===== src/cbu_pkg.sv =====
package cbu_pkg;

    // Register byte offsets on the Wishbone slave
    localparam logic [7:0] OFF_CTRL = 8'h00;
    localparam logic [7:0] OFF_OFFSET = 8'h04;
    localparam logic [7:0] OFF_FLAGS = 8'h08;
    localparam logic [7:0] OFF_PC = 8'h0c;
    localparam logic [7:0] OFF_STATUS = 8'h10;

    // Control register fields
    localparam int CTRL_OP_LSB = 0;
    localparam int CTRL_OP_W = 4;
    localparam int CTRL_START_BIT = 8;

    // Flag register fields
    localparam int FLAG_N_BIT = 2;
    localparam int FLAG_V_BIT = 3;
    localparam int FLAG_H_BIT = 5;
    localparam int FLAG_T_BIT = 6;

    // Status register fields
    localparam int STAT_BUSY_BIT = 0;
    localparam int STAT_TAKEN_BIT = 1;
    localparam int STAT_BADOP_BIT = 2;

    // Reset values
    localparam logic [3:0] RST_OP = 4'h0;
    localparam logic [31:0] RST_ZERO = 32'h0000_0000;

    // Cycles per instruction: fall through, taken
    localparam int CYC_NOT_TAKEN = 1;
    localparam int CYC_TAKEN = 2;

    // Branch operations selected by the control register
    typedef enum logic [3:0] {
        OP_MINUS = 4'h0,
        OP_PLUS = 4'h1,
        OP_SIGNED_GE = 4'h2,
        OP_SIGNED_LT = 4'h3,
        OP_HALF_SET = 4'h4,
        OP_HALF_CLEAR = 4'h5,
        OP_XFER_SET = 4'h6,
        OP_XFER_CLEAR = 4'h7,
        OP_OVF_SET = 4'h8
    } cbu_op_type;

    // Sequencer states, one-hot
    typedef enum logic [2:0] {
        ST_IDLE = 3'b001,
        ST_EVAL = 3'b010,
        ST_JUMP = 3'b100
    } cbu_state_type;

endpackage


===== src/cbu_cond_if.sv =====
`timescale 1ns/10ps
// Operation and flags in, branch decision out
interface cbu_cond_if;
    logic [3:0] op;      // Latched operation code
    logic flag_n;        // Negative flag
    logic flag_v;        // Overflow flag
    logic flag_h;        // Half-carry flag
    logic flag_t;        // Transfer flag
    logic taken;         // Condition holds
    logic known;         // Operation code is one of ours

    modport eval (input op, flag_n, flag_v, flag_h, flag_t,
                  output taken, known);
    modport user (output op, flag_n, flag_v, flag_h, flag_t,
                  input taken, known);
endinterface


===== src/cbu_cond.sv =====
`timescale 1ns/10ps
// Pure combinational branch condition evaluator
module cbu_cond (
    cbu_cond_if.eval bus
);

    // Signed comparison term
    wire sign_xor;
    assign sign_xor = bus.flag_n ^ bus.flag_v; // (RULE3) (RULE4)

    // Decision per operation; unknown codes never branch
    always_comb
    begin
        bus.taken = 1'b0;
        bus.known = 1'b1;
        case (bus.op)
            cbu_pkg::OP_MINUS: bus.taken = bus.flag_n; // (RULE1)
            cbu_pkg::OP_PLUS: bus.taken = ~bus.flag_n; // (RULE2)
            cbu_pkg::OP_SIGNED_GE: bus.taken = ~sign_xor; // (RULE3)
            cbu_pkg::OP_SIGNED_LT: bus.taken = sign_xor; // (RULE4)
            cbu_pkg::OP_HALF_SET: bus.taken = bus.flag_h; // (RULE5)
            cbu_pkg::OP_HALF_CLEAR: bus.taken = ~bus.flag_h; // (RULE6)
            cbu_pkg::OP_XFER_SET: bus.taken = bus.flag_t; // (RULE7)
            cbu_pkg::OP_XFER_CLEAR: bus.taken = ~bus.flag_t; // (RULE8)
            cbu_pkg::OP_OVF_SET: bus.taken = bus.flag_v; // (RULE9)
            default: bus.known = 1'b0;
        endcase
    end

endmodule


===== src/cbu_branch_unit.sv =====
`timescale 1ns/10ps
// Contract
// (RULE1) Minus branches when negative flag is one
// (RULE2) Plus branches when negative flag is zero
// (RULE3) Signed ge branches when N xor V zero
// (RULE4) Signed lt branches when N xor V one
// (RULE5) Half-carry set branches when flag one
// (RULE6) Half-carry clear branches when flag zero
// (RULE7) Transfer set branches when flag one
// (RULE8) Transfer clear branches when flag zero
// (RULE9) Overflow set branches when flag one
// (RULE10) Flags untouched; one cycle, two if taken
// (RULE11) Offset sign-extended; target PC plus k plus one
module cbu_branch_unit #(
    parameter int PC_W = 12,   // Program counter width
    parameter int K_W = 7      // Signed offset width
) (
    input wire logic clk_i,
    input wire logic rst_i,
    input wire logic wb_cyc_i,
    input wire logic wb_stb_i,
    input wire logic wb_we_i,
    input wire logic [7:0] wb_adr_i,
    input wire logic [3:0] wb_sel_i,
    input wire logic [31:0] wb_dat_i,
    output logic [31:0] wb_dat_o,
    output logic wb_ack_o,
    output logic [PC_W-1:0] pc_o,
    output logic busy_o,
    output logic done_o,
    output logic taken_o
);

    // Expands byte selects into a bit mask
    function automatic logic [31:0] lane_mask(input logic [3:0] sel);
        logic [31:0] m;
        m = 32'h0000_0000;
        for (int i = 0; i < 4; i++)
        begin
            m[i*8 +: 8] = {8{sel[i]}};
        end
        return m;
    endfunction

    // Merges write data into an old word under the byte mask
    function automatic logic [31:0] merge(input logic [31:0] old,
                                          input logic [31:0] dat,
                                          input logic [3:0] sel);
        logic [31:0] m;
        m = lane_mask(sel);
        return (old & ~m) | (dat & m);
    endfunction

    // Sequencer state
    cbu_pkg::cbu_state_type state_reg;
    cbu_pkg::cbu_state_type state_next;

    // Architectural and control storage
    logic [PC_W-1:0] pc_reg;        // Program counter
    logic [PC_W-1:0] pc_next;       // Its next value
    logic [K_W-1:0] k_reg;          // Branch offset
    logic [3:0] op_reg;             // Operation to run
    logic [31:0] flags_reg;         // Status flags seen by branches
    logic taken_reg;                // Outcome of last instruction
    logic bad_op_reg;               // Last operation was unknown
    logic done_reg;                 // Completion pulse
    logic busy_reg;                 // Instruction in flight
    logic ack_reg;                  // Bus acknowledge
    logic [31:0] dat_reg;           // Bus read data

    // Bus decode
    wire bus_req;
    wire bus_wr;
    wire bus_rd;
    wire hit_ctrl;
    wire hit_offset;
    wire hit_flags;
    wire hit_pc;
    wire hit_status;
    wire idle;
    wire [31:0] ctrl_word;
    wire [31:0] ctrl_merged;
    wire start;
    wire [31:0] rd_data;
    wire [31:0] pc_merged;          // Counter word after byte merge
    wire [31:0] k_merged;           // Offset word after byte merge
    assign pc_merged = merge({{(32-PC_W){1'b0}}, pc_reg}, wb_dat_i, wb_sel_i);
    assign k_merged = merge({{(32-K_W){1'b0}}, k_reg}, wb_dat_i, wb_sel_i);

    // New request, one per bus cycle until acknowledged
    assign bus_req = wb_cyc_i & wb_stb_i & ~ack_reg;
    assign bus_wr = bus_req & wb_we_i;
    assign bus_rd = bus_req & ~wb_we_i;
    assign hit_ctrl = (wb_adr_i == cbu_pkg::OFF_CTRL);
    assign hit_offset = (wb_adr_i == cbu_pkg::OFF_OFFSET);
    assign hit_flags = (wb_adr_i == cbu_pkg::OFF_FLAGS);
    assign hit_pc = (wb_adr_i == cbu_pkg::OFF_PC);
    assign hit_status = (wb_adr_i == cbu_pkg::OFF_STATUS);
    assign idle = (state_reg == cbu_pkg::ST_IDLE);

    // Control word as read back; start bit never reads as set
    assign ctrl_word = {{(32-cbu_pkg::CTRL_OP_W){1'b0}}, op_reg};
    assign ctrl_merged = merge(ctrl_word, wb_dat_i, wb_sel_i);

    // Start only from idle; a start while busy is dropped
    assign start = bus_wr & hit_ctrl & idle
                   & ctrl_merged[cbu_pkg::CTRL_START_BIT];

    // Read data selection; unmapped offsets read zero
    assign rd_data =
        hit_ctrl ? ctrl_word :
        hit_offset ? {{(32-K_W){1'b0}}, k_reg} :
        hit_flags ? flags_reg :
        hit_pc ? {{(32-PC_W){1'b0}}, pc_reg} :
        hit_status ? {29'h0000_0000, bad_op_reg, taken_reg, busy_reg} :
        cbu_pkg::RST_ZERO;

    // Condition evaluation through the carrier interface
    cbu_cond_if cond_bus ();
    assign cond_bus.op = op_reg;
    assign cond_bus.flag_n = flags_reg[cbu_pkg::FLAG_N_BIT];
    assign cond_bus.flag_v = flags_reg[cbu_pkg::FLAG_V_BIT];
    assign cond_bus.flag_h = flags_reg[cbu_pkg::FLAG_H_BIT];
    assign cond_bus.flag_t = flags_reg[cbu_pkg::FLAG_T_BIT];

    cbu_cond u_cond (
        .bus(cond_bus.eval)
    );

    // Offset sign-extended to the counter width
    wire [PC_W-1:0] k_ext;
    wire [PC_W-1:0] pc_seq;
    wire [PC_W-1:0] pc_target;
    assign k_ext = {{(PC_W-K_W){k_reg[K_W-1]}}, k_reg}; // (RULE11)
    assign pc_seq = pc_reg + {{(PC_W-1){1'b0}}, 1'b1};
    assign pc_target = pc_reg + k_ext
                       + {{(PC_W-1){1'b0}}, 1'b1}; // (RULE11)

    // Next state and program counter
    always_comb
    begin
        state_next = state_reg;
        pc_next = pc_reg;
        case (state_reg)
            cbu_pkg::ST_IDLE:
            begin
                // Software may load the counter only between instructions
                if (bus_wr && hit_pc)
                begin
                    pc_next = pc_merged[PC_W-1:0];
                end
                if (start)
                begin
                    state_next = cbu_pkg::ST_EVAL;
                end
            end
            cbu_pkg::ST_EVAL:
            begin
                // Taken costs a second cycle, fall through ends here
                if (cond_bus.taken)
                begin
                    state_next = cbu_pkg::ST_JUMP; // (RULE10)
                end
                else
                begin
                    pc_next = pc_seq; // (RULE10)
                    state_next = cbu_pkg::ST_IDLE;
                end
            end
            cbu_pkg::ST_JUMP:
            begin
                // Relative load on the second cycle
                pc_next = pc_target; // (RULE11)
                state_next = cbu_pkg::ST_IDLE;
            end
            default:
            begin
                state_next = cbu_pkg::ST_IDLE;
            end
        endcase
    end

    // Sequencer and counter
    always_ff @(posedge clk_i)
    begin
        if (rst_i)
        begin
            state_reg <= cbu_pkg::ST_IDLE;
            pc_reg <= '0;
        end
        else
        begin
            state_reg <= state_next;
            pc_reg <= pc_next;
        end
    end

    // Operation, offset and flag registers, locked while busy
    always_ff @(posedge clk_i)
    begin
        if (rst_i)
        begin
            op_reg <= cbu_pkg::RST_OP;
            k_reg <= '0;
            flags_reg <= cbu_pkg::RST_ZERO;
        end
        else if (bus_wr && idle)
        begin
            if (hit_ctrl)
            begin
                op_reg <= ctrl_merged[cbu_pkg::CTRL_OP_LSB +: 4];
            end
            if (hit_offset)
            begin
                k_reg <= k_merged[K_W-1:0];
            end
            // Only software changes flags; branches never do
            if (hit_flags)
            begin
                flags_reg <= merge(flags_reg, wb_dat_i, wb_sel_i); // (RULE10)
            end
        end
    end

    // Outcome and status tracking
    always_ff @(posedge clk_i)
    begin
        if (rst_i)
        begin
            taken_reg <= 1'b0;
            bad_op_reg <= 1'b0;
            done_reg <= 1'b0;
            busy_reg <= 1'b0;
        end
        else
        begin
            busy_reg <= (state_next != cbu_pkg::ST_IDLE);
            done_reg <= (state_reg != cbu_pkg::ST_IDLE)
                        && (state_next == cbu_pkg::ST_IDLE);
            if (state_reg == cbu_pkg::ST_EVAL)
            begin
                taken_reg <= cond_bus.taken;
                bad_op_reg <= ~cond_bus.known;
            end
        end
    end

    // Wishbone answer one cycle after the request
    always_ff @(posedge clk_i)
    begin
        if (rst_i)
        begin
            ack_reg <= 1'b0;
            dat_reg <= cbu_pkg::RST_ZERO;
        end
        else
        begin
            ack_reg <= bus_req;
            if (bus_rd)
            begin
                dat_reg <= rd_data;
            end
        end
    end

    // Outputs straight from flip-flops
    assign wb_ack_o = ack_reg;
    assign wb_dat_o = dat_reg;
    assign pc_o = pc_reg;
    assign busy_o = busy_reg;
    assign done_o = done_reg;
    assign taken_o = taken_reg;

    // Cycle counter of the instruction in flight, for checking
    logic [1:0] run_cnt;
    always_ff @(posedge clk_i)
    begin
        if (rst_i || idle)
        begin
            run_cnt <= 2'h0;
        end
        else
        begin
            run_cnt <= run_cnt + 2'h1;
        end
    end

    wire in_eval;
    assign in_eval = (state_reg == cbu_pkg::ST_EVAL);
endmodule


===== config.mk =====
export PLATFORM = sky130hd
export DESIGN_NAME = cbu_branch_unit
export DESIGN_NICKNAME = d
export VERILOG_FILES = /design/src/cbu_pkg.sv /design/src/cbu_cond_if.sv /design/src/cbu_cond.sv /design/src/cbu_branch_unit.sv
export SDC_FILE = /design/constraint.sdc
export NUM_CORES = 1
export LEC_CHECK = 0
export ABC_AREA = 1
export BUFFER_PORTS_ARGS = -buffer_cell sky130_fd_sc_hd__buf_2
export CAP_MARGIN = 20
export CORE_ASPECT_RATIO = 1.5
export CORE_MARGIN = 10
export CORE_UTILIZATION = 50
export CTS_CLUSTER_SIZE = 8
export DETAILED_ROUTE_END_ITERATION = 10
export GPL_ROUTABILITY_DRIVEN = 0
export PLACE_DENSITY_LB_ADDON = 0.2
export SYNTH_ARGS = -nofsm -noshare
export SYNTH_HDL_FRONTEND = slang
export SYNTH_HIERARCHICAL = 1
export SYNTH_SLANG_ARGS = --single-unit

===== constraint.sdc =====
create_clock -name clk_i -period 1.6 [get_ports clk_i]
set_input_delay 0 -clock clk_i [delete_from_list [all_inputs] [get_ports clk_i]]
set_output_delay 0 -clock clk_i [all_outputs]
set_load 0.005 [all_outputs]

# Yosys cells after proc, flatten, opt, wreduce, memory -nomap -nowiden
# Index checks and enable logic that the tools add are counted.
# W data, S select, Z words.
[word_totals] register_bits=95 latch_bits=0 mem_bits_rw=0 rom_bits=0 output_inout_bits=48 elab_cells=83 n_memories=0
[op_classes] addsub=3 n_mul=0 div_mod_pow=0 n_lt_le_gt_ge=0 n_eq_ne=20 shifts=0 muxes=13 bitwise_logic=25 reduce_logical=11
[op_table] operator="$mux W32" count=3
[op_table] operator="$and A32 B32 Y32" count=2
[op_table] operator="$mux W12" count=3
[op_table] operator="$pmux W12 S3" count=1
[op_table] operator="$not A32 Y32" count=1
[op_table] operator="$or A32 B32 Y32" count=1
[op_table] operator="$add A12 B1 Y12 const B" count=2
[op_table] operator="$eq A4 B3 Y1 const B" count=4
[op_table] operator="$eq A8 B4 Y1 const B" count=2
[op_table] operator="$add A12 B12 Y12" count=1
[op_table] operator="$and A12 B12 Y12" count=1
[op_table] operator="$or A12 B12 Y12" count=1
[op_table] operator="$and A4 B9 Y9" count=1
[op_table] operator="$mux W3" count=3
[op_table] operator="$or A9 B9 Y9" count=1
[op_table] operator="$pmux W1 S9" count=1
[op_table] operator="$reduce_or A9 Y1" count=1
[op_table] operator="$eq A4 B2 Y1 const B" count=2
[op_table] operator="$eq A8 B3 Y1 const B" count=1
[op_table] operator="$eq A8 B5 Y1 const B" count=1
[op_table] operator="$logic_not A8 Y1" count=1
[op_table] operator="$and A1 B1 Y1" count=7
[op_table] operator="$and A7 B7 Y7" count=1
[op_table] operator="$not A1 Y1" count=7
[op_table] operator="other kinds (17)" count=23

# Longest topological paths before layout
# Gate-level depths: netlist of the first run.
[logic_depth] word_depth=10 mapped_depth=13

# Modules after synthesis
# The synthesis of the first run kept the hierarchy.
[modules_own_cells] mod="cbu_branch_unit" instances=1 cells_per_inst=713 area_per_inst_um2=4958.5 seq_area_each_um2=1901.8
[modules_own_cells] mod="cbu_cond" instances=1 cells_per_inst=42 area_per_inst_um2=167.7 seq_area_each_um2=0.0

# Worst setup path after synthesis of the first run
# No wires, ideal clock.
[synth_path] path_type="register to register" startpoint="register (tool-made name)" endpoint="register (tool-made name)" setup_time_ns=0.111 t_arrival_ns=1.669 required_ns=1.489 setup_slack_ns=-0.181 stages_incl_launch_ff=13 cell_sequence="dfxtp_1 > inv_1 > ha_1 > inv_1 > fa_1 > nand3_1 > nand3_1 > nand2_1 > nand2_1 > xnor2_1 > nor2_1 > nor2_1 > nor2_1"

==> tab_implementation.tex, run 1 <==
\begin{tabular}{lr}
\hline
Metric & Value \\
\hline
\multicolumn{2}{l}{\textbf{Die}} \\
\quad Chip Height & between 100 and 150 µm \\
\quad Die ar. & about 0.015 mm² \\
\quad Width of the chip & a little over 100 µm \\
\quad Standard cell core area & between 0.01 and 0.015 mm² \\
\quad Count of pins on the block boundary & 97 \\
\quad Starting density of the core & between 50\% and 60\% \\
\quad Standard-cell rows & 45 \\
\multicolumn{2}{l}{\textbf{Clock tree}} \\
\quad Deepest clock path buffer count & 2 \\
\quad Number of H-tree branching levels & 3 \\
\quad Sink count of the clock tree & 95 \\
\quad Clock transition at path regs & about 0.070 ns \\
\quad Clk Tree Root Cell & sky130\_fd\_sc\_hd\_\_clkbuf\_16 \\
\quad Clock network latency to the later pin of the worst-skew pair & between 0.3 and 0.4 ns \\
\quad TritonCTS clock tree & done \\
\quad Num CTS Buffers & 9 \\
\multicolumn{2}{l}{\textbf{Status}} \\
\quad Status & finished with violations \\
\quad Violated checks & negative setup slack \\
\multicolumn{2}{l}{\textbf{Placement}} \\
\quad HPWL Detailed & around 12,000 µm \\
\quad Worst-case setup slack after placement & -0.1983 ns \\
\quad Number of I/O port buffers & between 90 and 100 \\
\quad Area of placed instances & between 0.006 and 0.007 mm² \\
\multicolumn{2}{l}{\textbf{Timing}} \\
\quad Worst setup margin & -0.06976 ns \\
\quad Total Neg Setup Slack & -0.2847 ns \\
\quad Final-report hold violation count & 0 \\
\quad Maximum clock skew at final layout & between 0.006 and 0.007 ns \\
\quad Worst slew pin tran & roughly 0.4 ns \\
\quad Unrepaired setup endpoints after global routing & true \\
\quad Crit path time final & between 1.5 and 2 ns \\
\quad Final cycle utilization of the critical path & 104.4\% \\
\quad Peak clock frequency supported by timing & 598.9 MHz \\
\quad Final setup viols & 9 \\
\quad Final hold slack & 0.02521 ns \\
\quad Slew Limit Headroom & roughly 73\% \\
\quad Fin. max-slew vios & 0 \\
\multicolumn{2}{l}{\textbf{Synth}} \\
\quad Synthesized netlist net count & between 800 and 900 \\
\quad Most frequently used flop master after synthesis & sky130\_fd\_sc\_hd\_\_dfxtp\_1 \\
\quad Post-Synthesis Cells & $\sim$760 \\
\quad Dominant cell type by area after synthesis & sky130\_fd\_sc\_hd\_\_dfxtp\_1 \\
\quad Sequential area share after synthesis & 37.10\% \\
\quad Count of state elements after synthesis & 95 \\
\quad Number of library cell types mapped by synthesis & 41 \\
\quad Synthesized cell area & between 0.005 and 0.006 mm² \\
\quad Number of synthesized flops with an enable pin & 0 \\
\quad Top post-synthesis cells by area & sky130\_fd\_sc\_hd\_\_dfxtp\_1 (37\%), sky130\_fd\_sc\_hd\_\_nand2\_1 (12\%), sky130\_fd\_sc\_hd\_\_a21oi\_1 (8.5\%) \\
\quad Most numerous cell in the Yosys netlist & sky130\_fd\_sc\_hd\_\_nand2\_1 \\
\quad Async set-reset flop share out of synthesis & 0\% \\
\quad Synthesized area per cell & around 6.8 µm² \\
\quad Yosys Warn Count & 6 \\
\quad Area fraction of the dominant cell type after synthesis & between 30\% and 40\% \\
\quad Synth top cells by count & sky130\_fd\_sc\_hd\_\_nand2\_1 (160), sky130\_fd\_sc\_hd\_\_dfxtp\_1 (95), sky130\_fd\_sc\_hd\_\_a21oi\_1 (87), sky130\_fd\_sc\_hd\_\_inv\_1 (79), sky130\_fd\_sc\_hd\_\_nor2\_1 (75) \\
\multicolumn{2}{l}{\textbf{Layout}} \\
\quad Layout Nets & 990 \\
\quad Post-route standard cell area excluding fillers & approximately 0.0071 mm² \\
\quad \# diodes & 0 \\
\quad Layout cells sized above 1 & between 20\% and 30\% \\
\quad Layout filler cell count & 830 \\
\quad Area Growth Syn to Fin & 37.76\% \\
\multicolumn{2}{l}{\textbf{GRT}} \\
\quad First-pass GRT wire length & $\sim$26,000 µm \\
\quad Number of global-route vias before repair & between 5,000 and 6,000 \\
\quad All-Layer GR Usage & 22.44\% \\
\quad Grt ovf & 0 \\
\quad Initial antenna violation count & 0 \\
\quad Largest net degree at the start of global routing & 36 \\
\multicolumn{2}{l}{\textbf{Power}} \\
\quad Power Internal & around 4.0 mW \\
\quad Proportion of power drawn by flip-flops and latches & between 40\% and 50\% \\
\quad Net Sw Power & $\sim$1.1 mW \\
\quad Leakage power of the design & about 3.2 nW \\
\quad Power per cell area & slightly above 700 mW/mm² \\
\quad Combinational group share of total power & just under 8\% \\
\quad Worst supply voltage drop on vdd & between 0.8 and 0.9 mV \\
\quad Share of total power consumed by net switching & 22.44\% \\
\quad Clock share of power & between 40 and 50\% \\
\multicolumn{2}{l}{\textbf{Hold path}} \\
\quad Tightest Hold Check Type & in2reg \\
\multicolumn{2}{l}{\textbf{Detailed routing}} \\
\quad Total iterations of the first detailed-routing run & 6 \\
\quad Routed via count & roughly 5,800 \\
\quad Number of design-rule violations left by the first detailed-router iteration & roughly 450 \\
\quad Post-DRT Antenna Nets & 0 \\
\quad \# DRC & 0 \\
\quad Overall routed net length & roughly 17,000 µm \\
\quad Wire length per cell & 16.25 µm \\
\quad Via/cell ratio & 5.537 \\
\multicolumn{2}{l}{\textbf{Critical path}} \\
\quad Arrival time at the worst endpoint & 1.94 ns \\
\quad CP required & 1.87 ns \\
\quad Sort of element at the start of the critical path & register \\
\quad Crit path capture type & register \\
\quad Maximum fanout encountered on the critical timing path & 2 \\
\quad Start-to-end type of the worst setup path & reg2reg \\
\multicolumn{2}{l}{\textbf{Flow run}} \\
\quad Max Cap Violations & 0 \\
\hline
\end{tabular}
-- cells by family after synthesis --
| logic type | share of synthesized area, % |
|---|---|
| compound gates | 17.70 |
| fa+ha+maj | 3.319 |
| simple gates | 32.24 |
| flops | 37.10 |
| xor+xnor | 0.5127 |
| buf+inv | 9.129 |
-- final cells by class --
| class | instances | area (µm²) | area share, % |
|---|---|---|---|
| Multi-Input combinational cell | 547 | 3038 | 43.02 |
| Sequential cell | 95 | 1928 | 27.30 |
| Timing Repair Buffer | 187 | 1294 | 18.32 |
| Inverter | 88 | 335.3 | 4.748 |
| Clock buffer | 10 | 239.0 | 3.384 |
| Tap cell | 117 | 146.4 | 2.073 |
| Clock inverter | 5 | 81.33 | 1.152 |
-- per-stage QoR --
step / util, % / power, mW / instances
floorplan: - / 2.604 / 755
global placement: 60.51 / 2.769 / 996
detailed placement: 60.51 / 2.776 / 996
CTS: 67.81 / 5.119 / 1044
global route: 70.07 / 5.275 / 1049
finish: 70.07 / 5.118 / 1049
-- critical path: stages, from the launching register on --
cell	delay [ns]
sky130_fd_sc_hd__dfxtp_4	0.35
sky130_fd_sc_hd__inv_4	0.06
sky130_fd_sc_hd__ha_4	0.12
sky130_fd_sc_hd__inv_2	0.03
sky130_fd_sc_hd__fa_2	0.35
sky130_fd_sc_hd__buf_6	0.14
sky130_fd_sc_hd__xnor2_1	0.12
sky130_fd_sc_hd__o211ai_1	0.22
sky130_fd_sc_hd__nand2_2	0.09
sky130_fd_sc_hd__a21oi_2	0.13
-- placed cells by master, fill, tap and decap left out, types with 6 or more instances in the layout --
cell                              n
sky130_fd_sc_hd__nand2_1        155
sky130_fd_sc_hd__buf_2           96
sky130_fd_sc_hd__dfxtp_1         84
sky130_fd_sc_hd__a21oi_1         81
sky130_fd_sc_hd__inv_1           73
sky130_fd_sc_hd__nor2_1          68
sky130_fd_sc_hd__nand3_1         55
sky130_fd_sc_hd__o21ai_0         55
sky130_fd_sc_hd__buf_4           53
sky130_fd_sc_hd__dlygate4sd3_1   31
sky130_fd_sc_hd__nor3_1          13
sky130_fd_sc_hd__nand4_1         12
sky130_fd_sc_hd__inv_2           11
sky130_fd_sc_hd__nor2_2          10
sky130_fd_sc_hd__nand2_2         10
sky130_fd_sc_hd__o21ai_2         10
sky130_fd_sc_hd__nand3_2          9
sky130_fd_sc_hd__clkbuf_16        9
sky130_fd_sc_hd__ha_4             7
sky130_fd_sc_hd__nor2_4           6
sky130_fd_sc_hd__a21oi_2          6
sky130_fd_sc_hd__o21ai_1          6
sky130_fd_sc_hd__dfxtp_2          6
-- routing by layer --
metal	vias up	global-route usage, %	part of all wire (%)
met4	0	13.11	4.9
met5	-	0	0
li1	2834	-	-
met3	66	5.492	7.1
met1	2653	24.17	38
met2	255	38.58	50
-- power groups by stage --
stage                     clock network [mW]  registers (mW)  logic, mW
final                                   2.31            2.40      0.403
after global routing                    2.43            2.40      0.442
after CTS                               2.34            2.41      0.377
after detailed placement                   0            2.46      0.316
after global placement                     0            2.46      0.310
after floorplan                            0            2.46      0.141
-- final timing paths --
path,slack [ns],from,endpoint,cells past startpoint
max,-0.07,register,register,9
max reg2reg,-0.07,register,register,9
min reg2reg,0.44,register,register,2
min,0.03,wb_dat_i[4],register,3
-- timing repair --
item | CTS | global route
hold buffers | 31 | 0
endpoints found under the setup margin | 19 | 51
setup buffers | 1 | 5
hold endpoints to repair | 38 | 0
cloned | 1 | 0
pin swaps | 11 | 14
gates resized for setup | 18 | 61
Note: power is estimated with default switching activity, not from simulation.
==> run 2, diff against run 1 <==
--- a/config.mk
+++ b/config.mk
@@ -5,7 +5,6 @@
 export SDC_FILE = /design/constraint.sdc
 export NUM_CORES = 1
 export LEC_CHECK = 0
-export ABC_AREA = 1
 export BUFFER_PORTS_ARGS = -buffer_cell sky130_fd_sc_hd__buf_2
 export CAP_MARGIN = 20
 export CORE_ASPECT_RATIO = 1.5
==> run 2 against run 1 <==
Against the previous run:
- the flow still finishes with violations (negative setup slack)
- synthesized cell count fell by 26%
- clock skew grew 0.0054 ns
- global-route usage grew 1.2 points
- via count down 8.5%
- register-to-register slack got worse by 0.42 ns
- power shrank 4.1%
- largest cell class unchanged
==> tab_implementation.tex, run 2 <==
\begin{tabular}{lr}
\hline
Metric & Value \\
\hline
\multicolumn{2}{l}{\textbf{Layout}} \\
\quad Post-route standard cell area excluding fillers & approximately 0.0074 mm² \\
\quad Most common cell after layout, fill and taps aside & sky130\_fd\_sc\_hd\_\_buf\_2 \\
\quad Flip-flop and latch area & 0.001924 mm² \\
\quad Layout Nets & between 800 and 900 \\
\quad Layout cells sized above 1 & 46.53\% \\
\quad Highest-count cells in the layout ignoring fill and taps & sky130\_fd\_sc\_hd\_\_buf\_2 (96), sky130\_fd\_sc\_hd\_\_buf\_4 (84), sky130\_fd\_sc\_hd\_\_dfxtp\_1 (81) \\
\quad Layout filler cell count & 571 \\
\quad Area Growth Syn to Fin & 56.69\% \\
\quad Combined area of the multi-input logic cells & between 0.003 and 0.004 mm² \\
\multicolumn{2}{l}{\textbf{Critical path}} \\
\quad Crit path max-delay family & compound AO/OA/AOI/OAI gates \\
\quad Number of cells on the critical path & 10 \\
\quad Start-to-end type of the worst setup path & reg2reg \\
\quad Worst Reg-to-Reg Cells & 10 \\
\quad Worst-path cell chain & inv\_4 -> ha\_4 -> inv\_2 -> fa\_2 -> a21o\_1 -> a221oi\_4 -> buf\_4 -> xnor2\_2 -> nand2\_1 -> a311oi\_1 \\
\quad Setup slack of the most critical reg-to-reg path & -0.49 ns \\
\quad Arrival time at the worst endpoint & $\sim$2.4 ns \\
\quad Buffers and inverters on the worst path & 3 \\
\quad Critical Path Slowest Stage Cell & sky130\_fd\_sc\_hd\_\_dfxtp\_4 \\
\quad CP required & 1.86 ns \\
\quad Crit path capture type & register \\
\quad Maximum fanout encountered on the critical timing path & 3 \\
\quad Highest cell delay on the worst timing path & between 0.3 and 0.4 ns \\
\quad Sort of element at the start of the critical path & register \\
\multicolumn{2}{l}{\textbf{Detailed routing}} \\
\quad Via/cell ratio & between 5 and 6 \\
\quad Post-DRT Antenna Nets & 0 \\
\quad Overall routed net length & approximately 18,000 µm \\
\quad Number of design-rule violations left by the first detailed-router iteration & 437 \\
\quad Wl on met1 & 6333 µm \\
\quad Highest routed metal layer & met4 \\
\quad Routed wl met2 & between 9000 and 10,000 µm \\
\quad Routed length on met3 & between 1000 and 1500 µm \\
\quad Routed via count & 5,316 \\
\quad Wire length per cell & 20.27 µm \\
\quad Total iterations of the first detailed-routing run & 8 \\
\quad \# DRC & 0 \\
\multicolumn{2}{l}{\textbf{Timing}} \\
\quad Peak clock frequency supported by timing & roughly 480 MHz \\
\quad Final setup viols & 84 \\
\quad Final-report hold violation count & 0 \\
\quad Fin. max-slew vios & 0 \\
\quad Unrepaired setup endpoints after global routing & true \\
\quad Worst slew pin tran & just under 0.6 ns \\
\quad Final cycle utilization of the critical path & 130.8\% \\
\quad Worst setup margin & -0.4924 ns \\
\quad Crit path time final & between 2 and 2.5 ns \\
\quad Slew Limit Headroom & between 60\% and 70\% \\
\quad Maximum clock skew at final layout & 0.01201 ns \\
\multicolumn{2}{l}{\textbf{Clock tree}} \\
\quad Clock network latency to the later pin of the worst-skew pair & between 0.3 and 0.4 ns \\
\quad Num CTS Buffers & 9 \\
\quad Sink count of the clock tree & 95 \\
\quad Clock transition at path regs & around 0.07 ns \\
\quad Number of H-tree branching levels & 3 \\
\quad TritonCTS clock tree & done \\
\quad Deepest clock path buffer count & 2 \\
\quad Clk Tree Root Cell & sky130\_fd\_sc\_hd\_\_clkbuf\_16 \\
\multicolumn{2}{l}{\textbf{Die}} \\
\quad Width of the chip & between 90 and 100 µm \\
\quad Die ar. & around 0.014 mm² \\
\quad Standard cell core area & between 0.009 and 0.01 mm² \\
\quad Count of pins on the block boundary & 97 \\
\quad Starting density of the core & between 50\% and 60\% \\
\quad Chip Height & 138.9 µm \\
\quad Standard-cell rows & 43 \\
\multicolumn{2}{l}{\textbf{GRT}} \\
\quad Number of global-route vias before repair & 5,462 \\
\quad Initial antenna violation count & 1 \\
\quad First-pass GRT wire length & 26,800 µm \\
\quad All-Layer GR Usage & between 20\% and 30\% \\
\quad Largest net degree at the start of global routing & 43 \\
\quad Grt ovf & 0 \\
\multicolumn{2}{l}{\textbf{Hold path}} \\
\quad Hold-critical path depth & 2 \\
\quad Hold Crit Start & rst\_i \\
\quad Tightest Hold Check Type & in2reg \\
\quad Hold Crit Endpoint & wb\_dat\_o[29] \\
\multicolumn{2}{l}{\textbf{Synth}} \\
\quad Number of library cell types mapped by synthesis & 64 \\
\quad Number of synthesized flops with an enable pin & 0 \\
\quad Synthesized cell area & 0.004715 mm² \\
\quad Count of state elements after synthesis & 95 \\
\quad Synthesized netlist net count & roughly 620 \\
\quad Sequential area share after synthesis & between 40\% and 50\% \\
\quad Dominant cell type by area after synthesis & sky130\_fd\_sc\_hd\_\_dfxtp\_1 \\
\quad Most numerous cell in the Yosys netlist & sky130\_fd\_sc\_hd\_\_dfxtp\_1 \\
\quad Synth top cells by count & sky130\_fd\_sc\_hd\_\_dfxtp\_1 (95), sky130\_fd\_sc\_hd\_\_nor2\_1 (81), sky130\_fd\_sc\_hd\_\_nand2\_1 (69), sky130\_fd\_sc\_hd\_\_a21oi\_1 (58), sky130\_fd\_sc\_hd\_\_a22oi\_1 (26) \\
\quad Area fraction of the dominant cell type after synthesis & 40.34\% \\
\quad Async set-reset flop share out of synthesis & 0\% \\
\quad Top post-synthesis cells by area & sky130\_fd\_sc\_hd\_\_dfxtp\_1 (40\%), sky130\_fd\_sc\_hd\_\_nor2\_1 (6.4\%), sky130\_fd\_sc\_hd\_\_a21oi\_1 (6.2\%) \\
\quad Yosys Warn Count & 6 \\
\quad Most frequently used flop master after synthesis & sky130\_fd\_sc\_hd\_\_dfxtp\_1 \\
\quad Synthesized area per cell & 8.479 µm² \\
\quad Post-Synthesis Cells & 556 \\
\multicolumn{2}{l}{\textbf{Status}} \\
\quad Violated checks & negative setup slack \\
\quad Status & finished with violations \\
\multicolumn{2}{l}{\textbf{Power}} \\
\quad Worst supply voltage drop on vdd & roughly 0.97 mV \\
\quad Power per cell area & 664.1 mW/mm² \\
\quad Leakage power of the design & roughly 3.1 nW \\
\multicolumn{2}{l}{\textbf{Flow run}} \\
\quad Max Cap Violations & 0 \\
\multicolumn{2}{l}{\textbf{Placement}} \\
\quad Area of placed instances & $\sim$0.006 mm² \\
\quad Worst-case setup slack after placement & -0.5337 ns \\
\quad HPWL Detailed & between 10,000 and 15,000 µm \\
\quad Number of I/O port buffers & 96 \\
\hline
\end{tabular}
## run 2: cell count changes after synthesis, moves of 7 or more
cell and change:
sky130_fd_sc_hd__inv_2 -7, sky130_fd_sc_hd__o21ai_0 -59, sky130_fd_sc_hd__nand4_1 -7, sky130_fd_sc_hd__a22oi_1 +25, sky130_fd_sc_hd__mux2i_1 +23, sky130_fd_sc_hd__nand2b_1 +11, sky130_fd_sc_hd__xnor2_1 +10, sky130_fd_sc_hd__a21oi_1 -29
sky130_fd_sc_hd__nand2_2 -10, sky130_fd_sc_hd__inv_1 -72, sky130_fd_sc_hd__nand2_1 -91, sky130_fd_sc_hd__nand3_1 -43
## run 2: report_power, final
part	internal [mW]	total (mW)	switching, mW
registers	2.36	2.36	0.000673
clock network	1.10	2.20	1.09
logic	0.160	0.347	0.187
## run 2: worst max path at each step
stage / startpoint / to
floorplan: register / register
detailed placement: register / register
finish: register / register
global route: register / register
global placement: register / register
CTS: register / register
## run 2: metrics by stage
| stage | TNS (ns) | std cells | hold WS (ns) | utilization [%] | power (mW) |
|---|---|---|---|---|---|
| floorplan | -9.507 | 556 | 0.1405 | - | 2.523 |
| global placement | -19.76 | 830 | 0.2453 | 65.40 | 2.648 |
| detailed placement | -22.27 | 830 | 0.2549 | 65.40 | 2.653 |
| CTS | -9.469 | 887 | 0.02221 | 75.12 | 4.842 |
| global route | -23.41 | 891 | 0.03430 | 79.83 | 5.016 |
| finish | -17.52 | 891 | 0.02390 | 79.83 | 4.906 |
## run 2: cell families (layout without fill, tap and decap cells)
group | count (synthesis) | count (layout) | synth area share (%)
other cells | 0 | 1 | 0
mux | 29 | 29 | 6.555
flops | 95 | 95 | 40.34
compound gates | 135 | 136 | 18.87
simple gates | 230 | 230 | 22.96
buf+inv | 37 | 258 | 4.511
xor+xnor | 17 | 17 | 3.158
fa+ha+maj | 13 | 13 | 3.609
## run 2: area by class of cell
cell class / instances / area share (%)
diodes: 1 / 0.03388
flip-flops and latches: 95 / 26.05
clock buffers: 9 / 3.049
clock inverters: 7 / 1.033
multi-input cells: 425 / 44.16
inverters: 7 / 0.3896
well taps: 112 / 1.897
repair buffers: 235 / 23.39
## run 2: routing by layer
metal	GRT usage [%]	up-vias
li1	-	2442
met1	23.73	2537
met2	40.75	248
met3	5.137	89
met4	18.55	0
met5	0	-
## run 2: timing repair
action | in CTS | in global routing
setup buffers | 8 | 8
endpoints found under the setup margin | 69 | 80
gates cloned | 2 | 0
pin swaps | 14 | 56
hold endpoints to repair | 42 | 0
hold buffers | 32 | 0
resized for setup | 55 | 107
==> run 3, diff against run 2 <==
--- a/config.mk
+++ b/config.mk
@@ -5,15 +5,17 @@
 export SDC_FILE = /design/constraint.sdc
 export NUM_CORES = 1
 export LEC_CHECK = 0
+export ABC_AREA = 1
 export BUFFER_PORTS_ARGS = -buffer_cell sky130_fd_sc_hd__buf_2
 export CAP_MARGIN = 20
 export CORE_ASPECT_RATIO = 1.5
-export CORE_MARGIN = 10
+export CORE_MARGIN = 2
 export CORE_UTILIZATION = 50
 export CTS_CLUSTER_SIZE = 8
 export DETAILED_ROUTE_END_ITERATION = 10
 export GPL_ROUTABILITY_DRIVEN = 0
 export PLACE_DENSITY_LB_ADDON = 0.2
+export SKIP_CTS_REPAIR_TIMING = 1
 export SYNTH_ARGS = -nofsm -noshare
 export SYNTH_HDL_FRONTEND = slang
 export SYNTH_HIERARCHICAL = 1
==> run 3 against run 2 <==
Against the previous run:
- final cell count grew 18%
- largest power group unchanged
- the flow finishes with violations (negative hold slack, negative setup slack)
- sequential share of layout area grew 1.7 points
- non-clock buffer count shrank 49
- power grew 2.4%
- clock power grew 2%
- flip-flop and latch count is the same
- wire length shrank 11%
- worst setup slack gained 0.44 ns
- critical path depth shrank 1
==> tab_implementation.tex, run 3 (same netlist as run 1, synthesis figures left out) <==
\begin{tabular}{lr}
\hline
Metric & Value \\
\hline
\multicolumn{2}{l}{\textbf{Status}} \\
\quad Status & finished with violations \\
\quad Violated checks & negative hold slack, negative setup slack \\
\multicolumn{2}{l}{\textbf{Layout}} \\
\quad Layout Nets & just under 1,000 \\
\quad Post-route standard cell area excluding fillers & 0.006970 mm² \\
\quad \# diodes & 0 \\
\quad Most common cell after layout, fill and taps aside & sky130\_fd\_sc\_hd\_\_nand2\_1 \\
\quad Number of standard cells in the layout, taps in and fillers out & approximately 1,000 \\
\quad Post-layout util & around 70\% \\
\quad Layout filler cell count & 836 \\
\quad Area Growth Syn to Fin & 35.98\% \\
\quad Layout cells sized above 1 & a little under a third \\
\quad Highest-count cells in the layout ignoring fill and taps & sky130\_fd\_sc\_hd\_\_nand2\_1 (153), sky130\_fd\_sc\_hd\_\_buf\_2 (96), sky130\_fd\_sc\_hd\_\_dfxtp\_1 (82) \\
\multicolumn{2}{l}{\textbf{Power}} \\
\quad Worst supply voltage drop on vdd & $\sim$0.71 mV \\
\quad Power per cell area & 720.9 mW/mm² \\
\quad Leakage power of the design & roughly 3.2 nW \\
\multicolumn{2}{l}{\textbf{Clock tree}} \\
\quad Clock network latency to the later pin of the worst-skew pair & 0.35 ns \\
\quad Sink count of the clock tree & between 90 and 100 \\
\quad Deepest clock path buffer count & 2 \\
\quad TritonCTS clock tree & done \\
\quad Number of H-tree branching levels & 3 \\
\quad Num CTS Buffers & 9 \\
\quad Clk Tree Root Cell & sky130\_fd\_sc\_hd\_\_clkbuf\_16 \\
\quad Clock transition at path regs & $\sim$0.06 ns \\
\multicolumn{2}{l}{\textbf{Placement}} \\
\quad Number of I/O port buffers & between 90 and 100 \\
\quad Number of placed instances with taps included & 1,002 \\
\quad Worst-case setup slack after placement & -0.1164 ns \\
\quad Area of placed instances & slightly above 0.006 mm² \\
\quad HPWL Detailed & $\sim$12,000 µm \\
\multicolumn{2}{l}{\textbf{Die}} \\
\quad Chip Height & 128.0 µm \\
\quad Die ar. & 0.01110 mm² \\
\quad Width of the chip & between 80 and 90 µm \\
\quad Standard cell core area & 0.01008 mm² \\
\quad Standard-cell rows & between 40 and 50 \\
\quad Starting density of the core & 50.86\% \\
\quad Count of pins on the block boundary & 97 \\
\multicolumn{2}{l}{\textbf{Hold path}} \\
\quad Hold-critical path depth & 3 \\
\quad Hold Crit Start & wb\_dat\_i[12] \\
\quad Tightest Hold Check Type & in2reg \\
\multicolumn{2}{l}{\textbf{Detailed routing}} \\
\quad Total iterations of the first detailed-routing run & 5 \\
\quad Number of design-rule violations left by the first detailed-router iteration & $\sim$280 \\
\quad Via/cell ratio & 5.476 \\
\quad Routed length on met3 & 815 µm \\
\quad Wl on met1 & around 6300 µm \\
\quad Post-DRT Antenna Nets & 0 \\
\quad Highest routed metal layer & met4 \\
\quad \# DRC & 0 \\
\quad Wire length per cell & between 15 and 20 µm \\
\quad Overall routed net length & between 15,000 and 20,000 µm \\
\quad Routed wl met2 & 8187 µm \\
\quad Routed via count & $\sim$5,700 \\
\multicolumn{2}{l}{\textbf{GRT}} \\
\quad Number of global-route vias before repair & about 5,300 \\
\quad All-Layer GR Usage & between 20\% and 30\% \\
\quad Largest net degree at the start of global routing & 46 \\
\quad Grt ovf & 0 \\
\quad Initial antenna violation count & 0 \\
\quad First-pass GRT wire length & between 20,000 and 25,000 µm \\
\multicolumn{2}{l}{\textbf{Timing}} \\
\quad Final hold slack & -0.05861 ns \\
\quad Fin. max-slew vios & 0 \\
\quad Final setup viols & 6 \\
\quad Crit path time final & about 1.6 ns \\
\quad Peak clock frequency supported by timing & $\sim$600 MHz \\
\quad Unrepaired setup endpoints after global routing & true \\
\quad Worst setup margin & -0.04781 ns \\
\quad Maximum clock skew at final layout & roughly 0.0076 ns \\
\quad Final-report hold violation count & 10 \\
\quad Worst slew pin tran & 0.4033 ns \\
\quad Final cycle utilization of the critical path & 103.0\% \\
\quad Slew Limit Headroom & 73.11\% \\
\multicolumn{2}{l}{\textbf{Critical path}} \\
\quad CP required & $\sim$1.9 ns \\
\quad Arrival time at the worst endpoint & roughly 1.9 ns \\
\quad Worst Reg-to-Reg Cells & 9 \\
\quad Setup slack of the most critical reg-to-reg path & -0.05 ns \\
\quad Sort of element at the start of the critical path & register \\
\quad Start-to-end type of the worst setup path & reg2reg \\
\quad Crit path capture type & register \\
\quad Maximum fanout encountered on the critical timing path & 2 \\
\multicolumn{2}{l}{\textbf{Flow run}} \\
\quad Max Cap Violations & 0 \\
\hline
\end{tabular}
run 3: changes by cell type in the layout (fill, tap and decap cells not counted), moves of 19 or more:
cell	previous run	this run
sky130_fd_sc_hd__a21oi_1	30	80
sky130_fd_sc_hd__a21oi_2	26	7
sky130_fd_sc_hd__a22oi_1	24	1
sky130_fd_sc_hd__buf_4	84	63
sky130_fd_sc_hd__inv_1	4	69
sky130_fd_sc_hd__mux2i_1	20	0
sky130_fd_sc_hd__nand2_1	47	153
sky130_fd_sc_hd__nand3_1	13	55
sky130_fd_sc_hd__o21ai_0	2	62
run 3: worst max path at each step:
| stage | endpoint | slack (ns) | cells after the start |
|---|---|---|---|
| after floorplan | register | -0.03 | 12 |
| after global placement | register | -0.07 | 12 |
| after detailed placement | register | -0.12 | 12 |
| after CTS | register | -0.14 | 12 |
| after global routing | register | -0.15 | 12 |
| final | register | -0.05 | 9 |
run 3: area by class of cell:
type	count	area (µm²)	area share (%)
clock buffer	12	267.8	3.841
clock inverter	4	51.30	0.7360
inverter	88	335.3	4.811
multi-input combinational	546	2979	42.74
sequential	95	1933	27.73
tap	117	146.4	2.100
timing repair buffer	186	1257	18.04
run 3: critical path: stages, from the launching register on:
cell                       delay (ns)
sky130_fd_sc_hd__dfxtp_4         0.35
sky130_fd_sc_hd__inv_4           0.06
sky130_fd_sc_hd__ha_4            0.11
sky130_fd_sc_hd__inv_2           0.03
sky130_fd_sc_hd__fa_2            0.34
sky130_fd_sc_hd__buf_4           0.16
sky130_fd_sc_hd__xnor2_1         0.14
sky130_fd_sc_hd__o211ai_1        0.18
sky130_fd_sc_hd__nand2_1         0.10
sky130_fd_sc_hd__a21oi_2         0.11
run 3: per-stage QoR:
| stage | TNS, ns | total power, mW |
|---|---|---|
| floorplan | -0.02892 | 2.604 |
| global placement | -0.2005 | 2.762 |
| detailed placement | -0.7801 | 2.771 |
| CTS | -1.175 | 5.004 |
| global route | -1.927 | 5.183 |
| finish | -0.1448 | 5.025 |
run 3: routing by layer:
metal	vias up	track usage (%)
met5	-	0
met4	0	14.34
met3	53	5.860
met2	206	48.28
met1	2641	32.40
li1	2839	-
run 3: report_power, final:
group	internal [mW]	switching [mW]
Sequential	2.38	0.0151
Clock	1.35	0.903
Combinational	0.162	0.211
Total	3.90	1.13
